<file path="src/pkg/cbt_pkg.sv">
// constants and types for the can bit timing / tx status / rx fifo 1 config block
// assumes a classic wishbone master with 32-bit data, one clock domain
// Notes on behaviour
// - timing writable only when change-enable and init set
// - bit time spans 3 to 385 quanta
// - quantum is prescaler plus one clocks
// - jump width seven bits at top
// - partial store: no put advance, no new-data
// - ram fetch late: set failure flag, abort
// - access failure enters restricted mode until cleared
// - timestamp rollover sets bit 16 flag
// - event lost, or write to zero-size fifo, bit 15
// - event fifo full flag at bit 14
// - event fifo watermark reached flag at bit 13
// - event fifo new entry flag at bit 12
// - tx fifo empty flag at bit 11
// - cancellation finished flag at bit 10
// - fifo 1 bit 31 selects overwrite mode
// - watermark 1..64 active, else disabled
// - size zero none, above 64 means 64
// - start address word aligned, low bits zero
// - change-enable writable only while init set
// - software reads init back before changing it
package cbt_pkg;
	// ****************************************************
	// register map (byte addresses)
	// ****************************************************
	localparam logic [7:0] CBT_CORE_CTRL_OFF = 8'h18;
	localparam logic [7:0] CBT_NBT_OFF = 8'h1C;
	localparam logic [7:0] CBT_IRQ_FLAGS_OFF = 8'h50;
	localparam logic [7:0] CBT_RXF1_CFG_OFF = 8'hB8;
	localparam logic [7:0] CBT_TQ_STATUS_OFF = 8'hC0;
	// ****************************************************
	// reset values
	// ****************************************************
	localparam logic [31:0] CBT_NBT_RST = 32'h00000A33;
	localparam logic [31:0] CBT_CORE_CTRL_RST = 32'h00000001;
	// ****************************************************
	// field positions
	// ****************************************************
	localparam int CBT_INIT_BIT = 0;
	localparam int CBT_CFG_CHANGE_BIT = 1;
	localparam int CBT_ROM_BIT = 2;
	localparam int CBT_MRAF_BIT = 17;
	localparam int CBT_TS_WRAP_BIT = 16;
	localparam int CBT_EVT_LOST_BIT = 15;
	localparam int CBT_EVT_FULL_BIT = 14;
	localparam int CBT_EVT_WM_BIT = 13;
	localparam int CBT_EVT_NEW_BIT = 12;
	localparam int CBT_TXQ_EMPTY_BIT = 11;
	localparam int CBT_CANCEL_BIT = 10;
	localparam int CBT_RXF1_WM_BIT = 9;
	localparam int CBT_RXF1_OM_BIT = 31;
	localparam logic [31:0] CBT_FLAG_MASK = 32'h0003FE00;
	localparam logic [6:0] CBT_F1_MAX = 7'h40;
	localparam logic [15:0] CBT_RXF1_SA_MASK = 16'hFFFC;
	localparam int CBT_MIN_TQ = 4;
	localparam int CBT_MAX_TQ = 385;

	typedef struct packed {
		logic [6:0] jump_width;
		logic [8:0] prescaler;
		logic [7:0] seg_before;
		logic [7:0] seg_after;
	} cbt_nbt_s;

	typedef struct packed {
		logic overwrite_mode;
		logic [6:0] watermark;
		logic reserved;
		logic [6:0] size;
		logic [15:0] start_address;
	} cbt_rxf1_s;

	// tx-side events, one-cycle pulses or levels from the tx handler
	typedef struct packed {
		logic ts_wrap;
		logic evt_write;
		logic evt_lost;
		logic ram_late;
		logic cancel_done;
	} cbt_tx_evt_s;

	typedef enum logic [1:0] {CBT_IDLE, CBT_ACK} cbt_bus_e;
endpackage

</file>
<file path="src/rtl/cbt_core.sv">
// bit timing, tx handler flags and rx fifo 1 configuration
// assumes events and rx store strobes come from logic on clk_i
`timescale 1ns/1ps
module cbt_core
	import cbt_pkg::*;
#(
	parameter int EVT_DEPTH_W = 6
) (
	// clock and reset
	input wire logic clk_i,
	input wire logic rst_i,
	// wishbone slave
	input wire logic cyc_i,
	input wire logic stb_i,
	input wire logic we_i,
	input wire logic [7:0] adr_i,
	input wire logic [3:0] sel_i,
	input wire logic [31:0] dat_i,
	output logic [31:0] dat_o,
	output logic ack_o,
	output logic err_o,
	// tx handler events
	input wire cbt_tx_evt_s tx_evt_i,
	input wire logic [EVT_DEPTH_W-1:0] evt_size_i,
	input wire logic [EVT_DEPTH_W-1:0] evt_level_i,
	input wire logic [EVT_DEPTH_W-1:0] evt_watermark_i,
	input wire logic tx_fifo_empty_i,
	// rx fifo 1 store side
	input wire logic rx_store_done_i,
	input wire logic rx_store_partial_i,
	input wire logic [6:0] rx_fifo1_level_i,
	// configuration outputs
	output cbt_nbt_s nbt_o,
	output logic [9:0] quantum_clocks_o,
	output logic [8:0] bit_time_quanta_o,
	output logic rx_fifo1_overwrite_mode_o,
	output logic [6:0] rx_fifo1_eff_size_o,
	output logic [15:0] rx_fifo1_start_address_o,
	output logic [6:0] rx_fifo1_put_index_o,
	output logic tx_abort_o,
	output logic restricted_o,
	output logic init_o
);
	// ****************************************************
	// state
	// ****************************************************
	logic [31:0] nbt_reg;
	logic [31:0] core_ctrl_reg;
	logic [31:0] irq_flags_reg;
	logic [31:0] rxf1_reg;
	cbt_rxf1_s rxf1_cfg;
	logic [6:0] put_index_reg;
	logic [31:0] flag_set;
	logic [31:0] wmask;
	logic [31:0] rdata;
	logic wr_stb;
	logic tx_abort_reg;
	logic evt_full;
	logic evt_wm;
	logic [6:0] eff_size;
	logic [6:0] wm_now;
	logic wm_active;
	cbt_bus_e bus_reg;

	function automatic logic [31:0] lane_mask(input logic [3:0] sel);
		lane_mask = {{8{sel[3]}}, {8{sel[2]}}, {8{sel[1]}}, {8{sel[0]}}};
	endfunction

	function automatic logic [6:0] clamp64(input logic [6:0] v);
		clamp64 = (v > CBT_F1_MAX) ? CBT_F1_MAX : v;
	endfunction

	assign wmask = lane_mask(sel_i);
	assign wr_stb = cyc_i && stb_i && we_i && (bus_reg == CBT_IDLE);

	// ****************************************************
	// bus handshake: one wait cycle, ack for one cycle
	// ****************************************************
	always_ff @(posedge clk_i) begin
		if (rst_i) begin
			bus_reg <= CBT_IDLE;
		end else begin
			case (bus_reg)
				CBT_IDLE: if (cyc_i && stb_i) bus_reg <= CBT_ACK;
				CBT_ACK: bus_reg <= CBT_IDLE;
				default: bus_reg <= CBT_IDLE;
			endcase
		end
	end
	assign ack_o = (bus_reg == CBT_ACK);
	assign err_o = 1'b0;

	// ****************************************************
	// core control: init, change enable, restricted mode
	// ****************************************************
	always_ff @(posedge clk_i) begin
		if (rst_i) begin
			core_ctrl_reg <= CBT_CORE_CTRL_RST;
		end else begin
			if (wr_stb && adr_i == CBT_CORE_CTRL_OFF && sel_i[0]) begin
				core_ctrl_reg[CBT_INIT_BIT] <= dat_i[CBT_INIT_BIT];
				// change enable only while init is already set
				if (core_ctrl_reg[CBT_INIT_BIT]) begin
					core_ctrl_reg[CBT_CFG_CHANGE_BIT] <= dat_i[CBT_CFG_CHANGE_BIT]
						&& dat_i[CBT_INIT_BIT];
				end else begin
					core_ctrl_reg[CBT_CFG_CHANGE_BIT] <= 1'b0;
				end
				core_ctrl_reg[CBT_ROM_BIT] <= dat_i[CBT_ROM_BIT];
			end
			// failure entry wins over a software clear
			if (tx_evt_i.ram_late) begin
				core_ctrl_reg[CBT_ROM_BIT] <= 1'b1;
			end
		end
	end

	// ****************************************************
	// nominal bit timing
	// ****************************************************
	always_ff @(posedge clk_i) begin
		if (rst_i) begin
			nbt_reg <= CBT_NBT_RST;
		end else if (wr_stb && adr_i == CBT_NBT_OFF && core_ctrl_reg[CBT_CFG_CHANGE_BIT]
				&& core_ctrl_reg[CBT_INIT_BIT]) begin
			nbt_reg <= (nbt_reg & ~wmask) | (dat_i & wmask & 32'hFFFFFF7F);
		end
	end
	assign nbt_o = cbt_nbt_s'(nbt_reg);
	// quantum length 1..512 clocks
	assign quantum_clocks_o = {1'b0, nbt_o.prescaler} + 10'h001;
	// sync + seg1+1 + seg2+1 gives 3..385 quanta
	assign bit_time_quanta_o = 9'h003 + {1'b0, nbt_o.seg_before} + {2'b00, nbt_o.seg_after[6:0]};

	// ****************************************************
	// rx fifo 1 configuration
	// ****************************************************
	always_ff @(posedge clk_i) begin
		if (rst_i) begin
			rxf1_reg <= 32'h00000000;
		end else if (wr_stb && adr_i == CBT_RXF1_CFG_OFF && core_ctrl_reg[CBT_CFG_CHANGE_BIT]
				&& core_ctrl_reg[CBT_INIT_BIT]) begin
			// bit 23 reserved, low two address bits dropped
			rxf1_reg <= (rxf1_reg & ~wmask) | (dat_i & wmask & {16'hFF7F, CBT_RXF1_SA_MASK});
		end
	end
	assign rxf1_cfg = cbt_rxf1_s'(rxf1_reg);
	assign rx_fifo1_overwrite_mode_o = rxf1_cfg.overwrite_mode;
	assign eff_size = clamp64(rxf1_cfg.size);
	assign rx_fifo1_eff_size_o = eff_size;
	assign rx_fifo1_start_address_o = rxf1_cfg.start_address & CBT_RXF1_SA_MASK;
	assign wm_now = rxf1_cfg.watermark;
	// zero or above 64 disables the watermark
	assign wm_active = (wm_now != 7'h00) && (wm_now <= CBT_F1_MAX)
		&& (rx_fifo1_level_i >= wm_now);

	// ****************************************************
	// rx fifo 1 put index
	// ****************************************************
	always_ff @(posedge clk_i) begin
		if (rst_i || core_ctrl_reg[CBT_INIT_BIT]) begin
			put_index_reg <= 7'h00;
		end else if (rx_store_done_i && !rx_store_partial_i && eff_size != 7'h00) begin
			// partial stores leave the index, next one overwrites
			put_index_reg <= (put_index_reg + 7'h01 >= eff_size) ? 7'h00
				: put_index_reg + 7'h01;
		end
	end
	assign rx_fifo1_put_index_o = put_index_reg;

	// ****************************************************
	// tx event fifo conditions
	// ****************************************************
	assign evt_full = (evt_size_i != '0) && (evt_level_i >= evt_size_i);
	assign evt_wm = (evt_watermark_i != '0) && (evt_level_i >= evt_watermark_i);

	always_comb begin
		flag_set = 32'h00000000;
		flag_set[CBT_MRAF_BIT] = tx_evt_i.ram_late;
		flag_set[CBT_TS_WRAP_BIT] = tx_evt_i.ts_wrap;
		// zero-size fifo write counts as lost
		flag_set[CBT_EVT_LOST_BIT] = tx_evt_i.evt_lost
			|| (tx_evt_i.evt_write && evt_size_i == '0);
		flag_set[CBT_EVT_FULL_BIT] = evt_full;
		flag_set[CBT_EVT_WM_BIT] = evt_wm;
		flag_set[CBT_EVT_NEW_BIT] = tx_evt_i.evt_write && evt_size_i != '0;
		flag_set[CBT_TXQ_EMPTY_BIT] = tx_fifo_empty_i;
		flag_set[CBT_CANCEL_BIT] = tx_evt_i.cancel_done;
		flag_set[CBT_RXF1_WM_BIT] = wm_active;
	end

	// ****************************************************
	// interrupt flags: write one to clear, set wins
	// ****************************************************
	always_ff @(posedge clk_i) begin
		if (rst_i) begin
			irq_flags_reg <= 32'h00000000;
		end else if (wr_stb && adr_i == CBT_IRQ_FLAGS_OFF) begin
			irq_flags_reg <= ((irq_flags_reg & ~(dat_i & wmask)) | flag_set)
				& CBT_FLAG_MASK;
		end else begin
			irq_flags_reg <= (irq_flags_reg | flag_set) & CBT_FLAG_MASK;
		end
	end

	always_ff @(posedge clk_i) begin
		if (rst_i) begin
			tx_abort_reg <= 1'b0;
		end else begin
			tx_abort_reg <= tx_evt_i.ram_late;
		end
	end
	assign tx_abort_o = tx_abort_reg;
	assign restricted_o = core_ctrl_reg[CBT_ROM_BIT];
	// software polls this before rewriting init
	assign init_o = core_ctrl_reg[CBT_INIT_BIT];

	// ****************************************************
	// read data
	// ****************************************************
	always_comb begin
		if (adr_i == CBT_CORE_CTRL_OFF) begin
			rdata = core_ctrl_reg & 32'h00000007;
		end else if (adr_i == CBT_NBT_OFF) begin
			rdata = nbt_reg;
		end else if (adr_i == CBT_IRQ_FLAGS_OFF) begin
			rdata = irq_flags_reg;
		end else if (adr_i == CBT_RXF1_CFG_OFF) begin
			rdata = rxf1_reg;
		end else if (adr_i == CBT_TQ_STATUS_OFF) begin
			rdata = {6'h00, put_index_reg, bit_time_quanta_o, quantum_clocks_o};
		end else begin
			rdata = 32'h00000000;
		end
	end

	always_ff @(posedge clk_i) begin
		if (rst_i) begin
			dat_o <= 32'h00000000;
		end else if (cyc_i && stb_i && !we_i && bus_reg == CBT_IDLE) begin
			dat_o <= rdata;
		end
	end
endmodule

</file>
<file path="config.mk">
export PLATFORM = sky130hd
export DESIGN_NAME = cbt_core
export DESIGN_NICKNAME = d
export VERILOG_FILES = /design/src/pkg/cbt_pkg.sv /design/src/rtl/cbt_core.sv
export SDC_FILE = /design/constraint.sdc
export NUM_CORES = 1
export LEC_CHECK = 0
export BUFFER_PORTS_ARGS = -buffer_cell sky130_fd_sc_hd__buf_2
export CORE_ASPECT_RATIO = 0.8
export CORE_MARGIN = 4
export CORE_UTILIZATION = 53
export CTS_BUF_LIST = sky130_fd_sc_hd__clkbuf_8
export CTS_CLUSTER_DIAMETER = 80
export DETAILED_ROUTE_END_ITERATION = 16
export PLACE_DENSITY = 0.83
export RECOVER_POWER = 50
export SYNTH_ARGS = -nofsm -noshare
export SYNTH_HDL_FRONTEND = slang
export SYNTH_SLANG_ARGS = --single-unit
export TNS_END_PERCENT = 50
</file>
<file path="constraint.sdc">
create_clock -name clk_i -period 3.95 [get_ports clk_i]
set_clock_uncertainty 0.15 [all_clocks]
set_input_delay 0.9875 -clock clk_i [delete_from_list [all_inputs] [get_ports clk_i]]
set_output_delay 0.9875 -clock clk_i [all_outputs]
set_load 0.1 [all_outputs]
</file>
Yosys cells after proc, flatten, opt, wreduce, memory -nomap -nowiden
Cells that the tools add are included.
{ "word_totals": {"regBits": 126, "latchBits": 0, "ramBits": 0, "mem_bits_ro": 0, "input_bits": 82, "output_inout_bits": 119, "wordCells": 81, "memories": 0} }
{ "op_classes": {"addsub": 4, "n_mul": 0, "n_div": 0, "magnitude_cmp": 6, "eq_ne": 5, "shift": 0, "n_mux": 11, "n_bitwise": 11, "n_reduce_logical": 35} }
{ "ops": {"columns": ["operator", "n"], "rows": [
  ["$mux W32", 4],
  ["$and A32 B32 Y32", 3],
  ["$or A32 B32 Y32", 2],
  ["$or A18 B18 Y18", 2],
  ["$not A32 Y32", 1],
  ["$mux W26", 1],
  ["$logic_and A1 B1 Y1", 23],
  ["$and A18 B18 Y18", 1],
  ["$mux W18", 1],
  ["$not A18 Y18", 1],
  ["$eq A8 B5 Y1 const B", 2],
  ["$eq A8 B8 Y1 const B", 2],
  ["$ge A7 B7 Y1", 2],
  ["$mux W7", 2],
  ["$reduce_bool A7 Y1", 2],
  ["$ge A6 B6 Y1", 2],
  ["$reduce_bool A6 Y1", 2],
  ["$add A9 B1 Y10 const B", 1],
  ["$add A2 B8 Y9 const A", 1],
  ["$add A9 B7 Y9", 1],
  ["$eq A8 B7 Y1 const B", 1],
  ["$add A7 B1 Y7 const B", 1],
  ["$gt A7 B7 Y1 const B", 1],
  ["$le A7 B7 Y1 const B", 1],
  ["other kinds (9)", 12]
]} }

Longest topological paths before layout
Gate-level depths: netlist of the first run.
{ "logic_depth": {"word_depth": 7, "mapped_depth": 10, "mapped_depth_nobuf": 10} }

Least setup slack after synthesis of the first run
OpenSTA, ideal clock, no wires.
{ "synth_path": {"path_type": "register to output", "start": "reg with a tool-made name", "end": "out bit_time_quanta_o[5]", "arrival_ps": 3839, "required_time_ps": 2812, "setup_slack_ps": -1026, "path_stages_with_launch": 9, "path_buffers": 0, "path_cell_list": "dfxtp_1 -> inv_1 -> ha_1 -> inv_1 -> ha_1 -> fa_1 -> a211oi_1 -> nor2_1 -> xor2_1"} }
{ "synth_lines": {"columns": ["item", "line", "text"], "rows": [
  ["end, declared", "cbt_core.sv:35", "output logic [8:0] bit_time_quanta_o,"]
]} }

==> results of run 1 <==
power by group through the flow:
stage | Sequential (W) | Combinational (W) | Clock [W]
floorplan | 0.00124 | 0.0000916 | 0
global placement | 0.00122 | 0.000193 | 0
detailed placement | 0.00122 | 0.000196 | 0
CTS | 0.00120 | 0.000196 | 0.00111
global route | 0.00120 | 0.000214 | 0.00116
finish | 0.00120 | 0.000198 | 0.00111
cells by family after synthesis:
| logic type | after synthesis |
|---|---|
| and+or+nand+nor | 268 |
| AOI/OAI and AO/OA | 167 |
| DFF | 117 |
| buffers and inverters | 92 |
| adders and majority gates | 43 |
| muxes | 32 |
| xor gates and xnor gates | 17 |
| other | 1 |
cell usage in the layout, fill, tap and decap left out, drive strengths merged, types with 5 or more instances in the layout:
cell	n
o211ai	6
o221ai	5
ha	42
a21oi	50
a22o	14
a221oi	7
a222oi	6
buf	154
and3	15
dfxtp	117
a22oi	13
nand3	33
nand2b	6
clkbuf	76
o22ai	5
nor3	8
nand2	107
xor2	9
xnor2	8
a221o	6
o21ai	24
nor2	68
mux2i	32
a21o	6
inv	43
through the flow:
stage                     TNS [ns]  instance area, um^2  hold slack (ns)  utilization  std cells
after detailed placement         0                 7400            0.289        0.640       1046
after global routing      -0.00503                 7760            0.325        0.671       1079
final                            0                 7760            0.307        0.671       1079
after global placement           0                 7400            0.279        0.640       1046
after floorplan              -1.04                 6370            0.294            -        739
after CTS                  -0.0478                 7800            0.304        0.674       1076
what timing repair did:
item / CTS / global route
setup endpoints to repair: 4 / 3
pin swaps: 0 / 5
setup buffers: 0 / 2
resized for setup: 3 / 6
worst paths after layout:
kind,slack (ns),cells after the start,to
setup / recovery,0.09,6,bit_time_quanta_o[8]
setup reg to reg,0.64,10,rx_fifo1_put_index_o[2]
hold reg to reg,0.31,1,dat_o[20]
hold / removal,0.31,1,dat_o[20]
layer usage:
metal,up-vias,global-route usage,part of all wire
met3,36,0.0805,0.12
met4,2,0.0942,0.017
met5,-,0,0.00058
li1,2988,-,-
met2,368,0.443,0.44
met1,2940,0.417,0.42
cell type report:
cell class,count,area share
Sequential cell,117,0.303
Inverter,41,0.0198
Multi-Input combinational cell,530,0.465
Tap cell,148,0.0239
Clock inverter,12,0.0181
Clock buffer,18,0.0319
Timing Repair Buffer,212,0.138
Antenna cell,1,0.000322
==> flow_metrics.env, run 1 <==
export IMPL_tightest_slew_ns=1.24
export IMPL_path_common_cell="ha_1"
export IMPL_tritoncts="built"
export IMPL_syn_avg_cell_area_um2=8.51
export IMPL_synth_edf_count=0
export IMPL_netlist_area_um2=6270
export IMPL_post_drt_wl_per_cell_um=19.1
export IMPL_yosysSeqAreaShare=0.374
export IMPL_p_per_area_nw_per_um2=323
export IMPL_setup_ws_ns=0.0864
export IMPL_path_class="reg2out"
export IMPL_hold_path_class="reg2reg"
export IMPL_synth_compound_area_frac=0.186
export IMPL_hpwl_um=15300
export IMPL_hp_start="dat_o[20]"
export IMPL_synth_ff_type="dfxtp_1"
export IMPL_rows=35
export IMPL_clk_pin_slew_ns=0.07
export IMPL_grt_max_degree=54
export IMPL_nets=1044
export IMPL_crit_fanout=4
export IMPL_slew_violations=0
export IMPL_rsz0062_at_grt="true"
export IMPL_crit_path_start_kind="register"
export IMPL_combPwrFrac=0.079
export IMPL_area_growth_pct=23.8
export IMPL_cts_buffers=17
export IMPL_end_kind="output pin"
export IMPL_drt_pass1_iter_count=6
export IMPL_p_switching_w=0.000627
export IMPL_clkPwrFrac=0.444
export IMPL_r2r_start="rx_fifo1_put_index_o[0]"
export IMPL_synth_area_leader_cell="dfxtp_1"
export IMPL_fin_crit_sh=0.978
export IMPL_relSlewSlack=0.175
export IMPL_drtAntennaViolNets=0
export IMPL_period_minus_slack_ns=3.86
export IMPL_power_internal_w=0.00188
export IMPL_die_x_um=130
export IMPL_yosys_area_share_xor_xnor=0.0237
export IMPL_die_area_um2=13600
export IMPL_yosys_area_share_simple=0.208
export IMPL_drive_above_1_share=0.230
export IMPL_synth_common_cells="117 x dfxtp_1, 107 x nand2_1, 68 x nor2_1"
export IMPL_clk_latency_ns=0.43
export IMPL_p_total_w=0.00251
export IMPL_swShare=0.250
export IMPL_vdd_drop_max_v=0.000203
export IMPL_grtUsageTotal=0.297
export IMPL_netlist_area_leader_share=0.374
export IMPL_finalSetupViolations=0
export IMPL_synthAdderAreaFrac=0.0870
export IMPL_max_freq_ghz=0.259
export IMPL_ios=201
export IMPL_grt_pass1_vias=6054
export IMPL_htreeDepth=4
export IMPL_vias=6334
export IMPL_synth_most_common_cell="dfxtp_1"
export IMPL_cts_num_sinks=117
export IMPL_slowest_delay_ns=0.45
export IMPL_wl_um=20600
export IMPL_cp_arrival_ns=2.73
export IMPL_drtIter0Drc=800
export IMPL_synthCells=737
export IMPL_synth_top_family_by_area="simple AND/OR/NAND/NOR gates"
export IMPL_drcViolationCount=0
export IMPL_cp_num_buf_inv=1
export IMPL_antenna_found_initial=2
export IMPL_yosys_top_cells_area="dfxtp_1 37%, ha_1 8.4%, nand2_1 6.4%, mux2i_1 5.1%, nor2_1 4.1%"
export IMPL_p_leak_nw=3.57
export IMPL_synth_async_sr_flop_share=0
export IMPL_multi_input_area_um2=3610
export IMPL_hold_violations=0
export IMPL_yosys_warnings=0
export IMPL_routed_via_density=5.87
export IMPL_place_ws_ns=0.366
export IMPL_port_buffers=197
export IMPL_routabilityCongestion=0.932
export IMPL_cts_root_buf="clkbuf_8"
export IMPL_critPathSlowestCell="buf_2"
export IMPL_worst_ep_required_time_ns=2.81
export IMPL_status="complete, no violations"
export IMPL_ys_types=66
export IMPL_crit_family="adder cells"
export IMPL_synth_seq_cells=117
export IMPL_worstPathCellList="ha_1 -> ha_1 -> nor3b_1 -> o31ai_2 -> a21oi_4 -> buf_2"
export IMPL_grt_pass1_wl_um=31800
export IMPL_clockBufferDepth=2
export IMPL_overflow=0
export IMPL_synth_mux_area_frac=0.0511
export IMPL_core_region_area_um2=11600
export IMPL_start_util=0.542
export IMPL_cts_hold_buf=0
export IMPL_area_sequential_um2=2350
export IMPL_cap_violations=0
export IMPL_sequentialPowerShare=0.477
export IMPL_die_y_um=105
export IMPL_fill_cells=1051
(Power assumes the default switching activity.)
==> inputs of run 2 (changes only) <==
--- a/config.mk
+++ b/config.mk
@@ -5,15 +5,16 @@
 export SDC_FILE = /design/constraint.sdc
 export NUM_CORES = 1
 export LEC_CHECK = 0
+export ABC_AREA = 1
 export BUFFER_PORTS_ARGS = -buffer_cell sky130_fd_sc_hd__buf_2
 export CORE_ASPECT_RATIO = 0.8
 export CORE_MARGIN = 4
-export CORE_UTILIZATION = 53
+export CORE_UTILIZATION = 54
 export CTS_BUF_LIST = sky130_fd_sc_hd__clkbuf_8
 export CTS_CLUSTER_DIAMETER = 80
 export DETAILED_ROUTE_END_ITERATION = 16
 export PLACE_DENSITY = 0.83
-export RECOVER_POWER = 50
+export RECOVER_POWER = 100
 export SYNTH_ARGS = -nofsm -noshare
 export SYNTH_HDL_FRONTEND = slang
 export SYNTH_SLANG_ARGS = --single-unit
==> run 2 against run 1 <==
  * Sequential share of layout area fell by 0.96 points
  * Synthesized cell count is 36% higher
  * The run now ends with capacitance limit, slew limit left
  * Design area up 2.8%
  * Critical path type unchanged
  * Combinational power grew 2%
  * Synthesized area is 9.0% higher
  * First-iteration DRC count down 2.3%
==> flow_metrics.env, run 2 <==
export IMPL_rows=36
export IMPL_die_area_um2=14500
export IMPL_cts_buffers=17
export IMPL_crit_fanout=4
export IMPL_yosys_warnings=0
export IMPL_final_core_util=0.649
export IMPL_layout_common_cells="240 x nand2_1, 140 x inv_1, 116 x dfxtp_1"
export IMPL_die_x_um=134
export IMPL_period_minus_slack_ns=3.73
export IMPL_start_util=0.556
export IMPL_path_common_cell="nand2_1"
export IMPL_yosysSeqAreaShare=0.343
export IMPL_slew_violations=49
export IMPL_cp_arrival_ns=2.59
export IMPL_worstPathCellList="inv_1 -> ha_1 -> inv_1 -> ha_1 -> fa_1 -> nand2_1 -> nand2_1 -> nand2_1 -> xnor2_1 -> clkbuf_4"
export IMPL_slowest_delay_ns=0.39
export IMPL_routabilityCongestion=0.920
export IMPL_synth_async_sr_flop_share=0
export IMPL_tritoncts="built"
export IMPL_netlist_area_leader_share=0.343
export IMPL_antenna_cells=0
export IMPL_grtUsageTotal=0.307
export IMPL_synth_area_leader_cell="dfxtp_1"
export IMPL_synth_ff_type="dfxtp_1"
export IMPL_vias=7296
export IMPL_grt_pass1_wl_um=35300
export IMPL_routed_via_density=5.36
export IMPL_status="finished with violations"
export IMPL_port_buffers=197
export IMPL_ios=201
export IMPL_overflow=0
export IMPL_nets=1304
export IMPL_drcViolationCount=0
export IMPL_synthCells=1004
export IMPL_tightest_slew_ns=2.48
export IMPL_synth_seq_cells=117
export IMPL_max_freq_ghz=0.268
export IMPL_ys_types=41
export IMPL_crit_family="adder cells"
export IMPL_relSlewSlack=-0.656
export IMPL_drive_above_1_share=0.123
export IMPL_p_per_area_nw_per_um2=321
export IMPL_crit_path_start_kind="register"
export IMPL_critPathSlowestCell="fa_1"
export IMPL_syn_avg_cell_area_um2=6.81
export IMPL_wl_um=22100
export IMPL_cap_violations=1
export IMPL_core_region_area_um2=12300
export IMPL_synth_common_cells="230 x nand2_1, 136 x inv_1, 117 x dfxtp_1"
export IMPL_cts_root_buf="clkbuf_8"
export IMPL_synth_edf_count=0
export IMPL_end_kind="output pin"
export IMPL_p_leak_nw=3.71
export IMPL_violations="capacitance limit, slew limit"
export IMPL_clockBufferDepth=2
export IMPL_path_class="reg2out"
export IMPL_hold_path_class="reg2reg"
export IMPL_setup_ws_ns=0.225
export IMPL_holdPathStages=2
export IMPL_crit_cells=10
export IMPL_hpwl_um=16500
export IMPL_hold_violations=0
export IMPL_finalSetupViolations=0
export IMPL_area_growth_pct=16.7
export IMPL_post_drt_wl_per_cell_um=16.2
export IMPL_worst_ep_required_time_ns=2.81
export IMPL_die_y_um=109
export IMPL_netlist_area_um2=6830
export IMPL_grt_max_degree=49
export IMPL_synth_most_common_cell="nand2_1"
export IMPL_htreeDepth=4
export IMPL_post_cts_setup_buffers=0
export IMPL_clk_latency_ns=0.43
export IMPL_yosys_top_cells_area="dfxtp_1 34%, nand2_1 13%, ha_1 7.7%, a21oi_1 7.5%, inv_1 7.5%"
export IMPL_drtAntennaViolNets=0
export IMPL_antenna_found_initial=0
export IMPL_drtIter0Drc=782
export IMPL_place_ws_ns=0.524
export IMPL_drt_pass1_iter_count=8
export IMPL_clk_pin_slew_ns=0.07
export IMPL_cts_num_sinks=117
export IMPL_layout_commonest_cell="nand2_1"
export IMPL_grt_pass1_vias=6904
export IMPL_rsz0062_at_grt="false"
export IMPL_cp_num_buf_inv=3
export IMPL_fin_crit_sh=0.943
export IMPL_reg2regPathDepth=11
export IMPL_vdd_drop_max_v=0.000217
run 2: worst paths after layout:
kind | slack (ns) | start | end
worst max register to register | 1.12 | rx_fifo1_put_index_o[0] | rx_fifo1_put_index_o[6]
worst max-delay path | 0.22 | register | bit_time_quanta_o[5]
worst min register to register | 0.31 | rxf1_cfg[1] | rxf1_cfg[1]
worst min-delay path | 0.31 | rxf1_cfg[1] | rxf1_cfg[1]
run 2: cells by family (layout without fill, tap and decap cells):
group | Yosys count | count (layout) | share of synthesized area
adders and majority gates | 43 | 43 | 0.0798
and+or+nand+nor | 459 | 459 | 0.297
AOI/OAI and AO/OA | 181 | 181 | 0.142
other | 1 | 3 | 0.000549
xor gates and xnor gates | 10 | 10 | 0.0128
buffers and inverters | 193 | 378 | 0.125
DFF | 117 | 117 | 0.343
run 2: tightest hold or removal path: cells and delay by family (launching register included):
kind / cells / cell delay (ns)
flops: 1 / 0.31
buf+inv: 1 / 0.04
simple gates: 1 / 0.07
run 2: per-stage QoR:
step	area [um^2]	total power (W)	TNS, ns	hold WS [ns]	std cells
detailed placement	7800	0.00142	0	0.300	1331
global placement	7800	0.00142	0	0.295	1331
floorplan	6870	0.00134	-0.138	0.283	1006
global route	7980	0.00264	0	0.335	1362
finish	7980	0.00256	0	0.313	1362
CTS	8210	0.00257	0	0.310	1362
run 2: final cells by class:
class / instances / area [um^2]
fill: 1222 / 4320
multi-input combinational: 696 / 3570
clock inverter: 11 / 134
tap: 171 / 214
sequential: 117 / 2340
timing repair buffer: 204 / 905
inverter: 143 / 537
clock buffer: 20 / 275
run 2: report_power, final:
group / internal [W] / switching (W) / total (W)
sequential: 0.00119 / 0.00000456 / 0.00119
clock: 0.000663 / 0.000500 / 0.00116
combinational: 0.0000655 / 0.000136 / 0.000202
total: 0.00192 / 0.000641 / 0.00256
run 2: repair_timing:
item | in CTS | in global routing
gates resized for setup | 0 | 4
hold buffers | 0 | 0
setup endpoints to repair | 0 | 2
run 2: metal layers:
layer | vias up | track usage | wire length [um]
li1 | 3551 | - | -
met1 | 3322 | 0.425 | 9730
met2 | 377 | 0.464 | 9440
met3 | 46 | 0.0816 | 2370
met4 | 0 | 0.111 | 536
met5 | - | 0 | 0
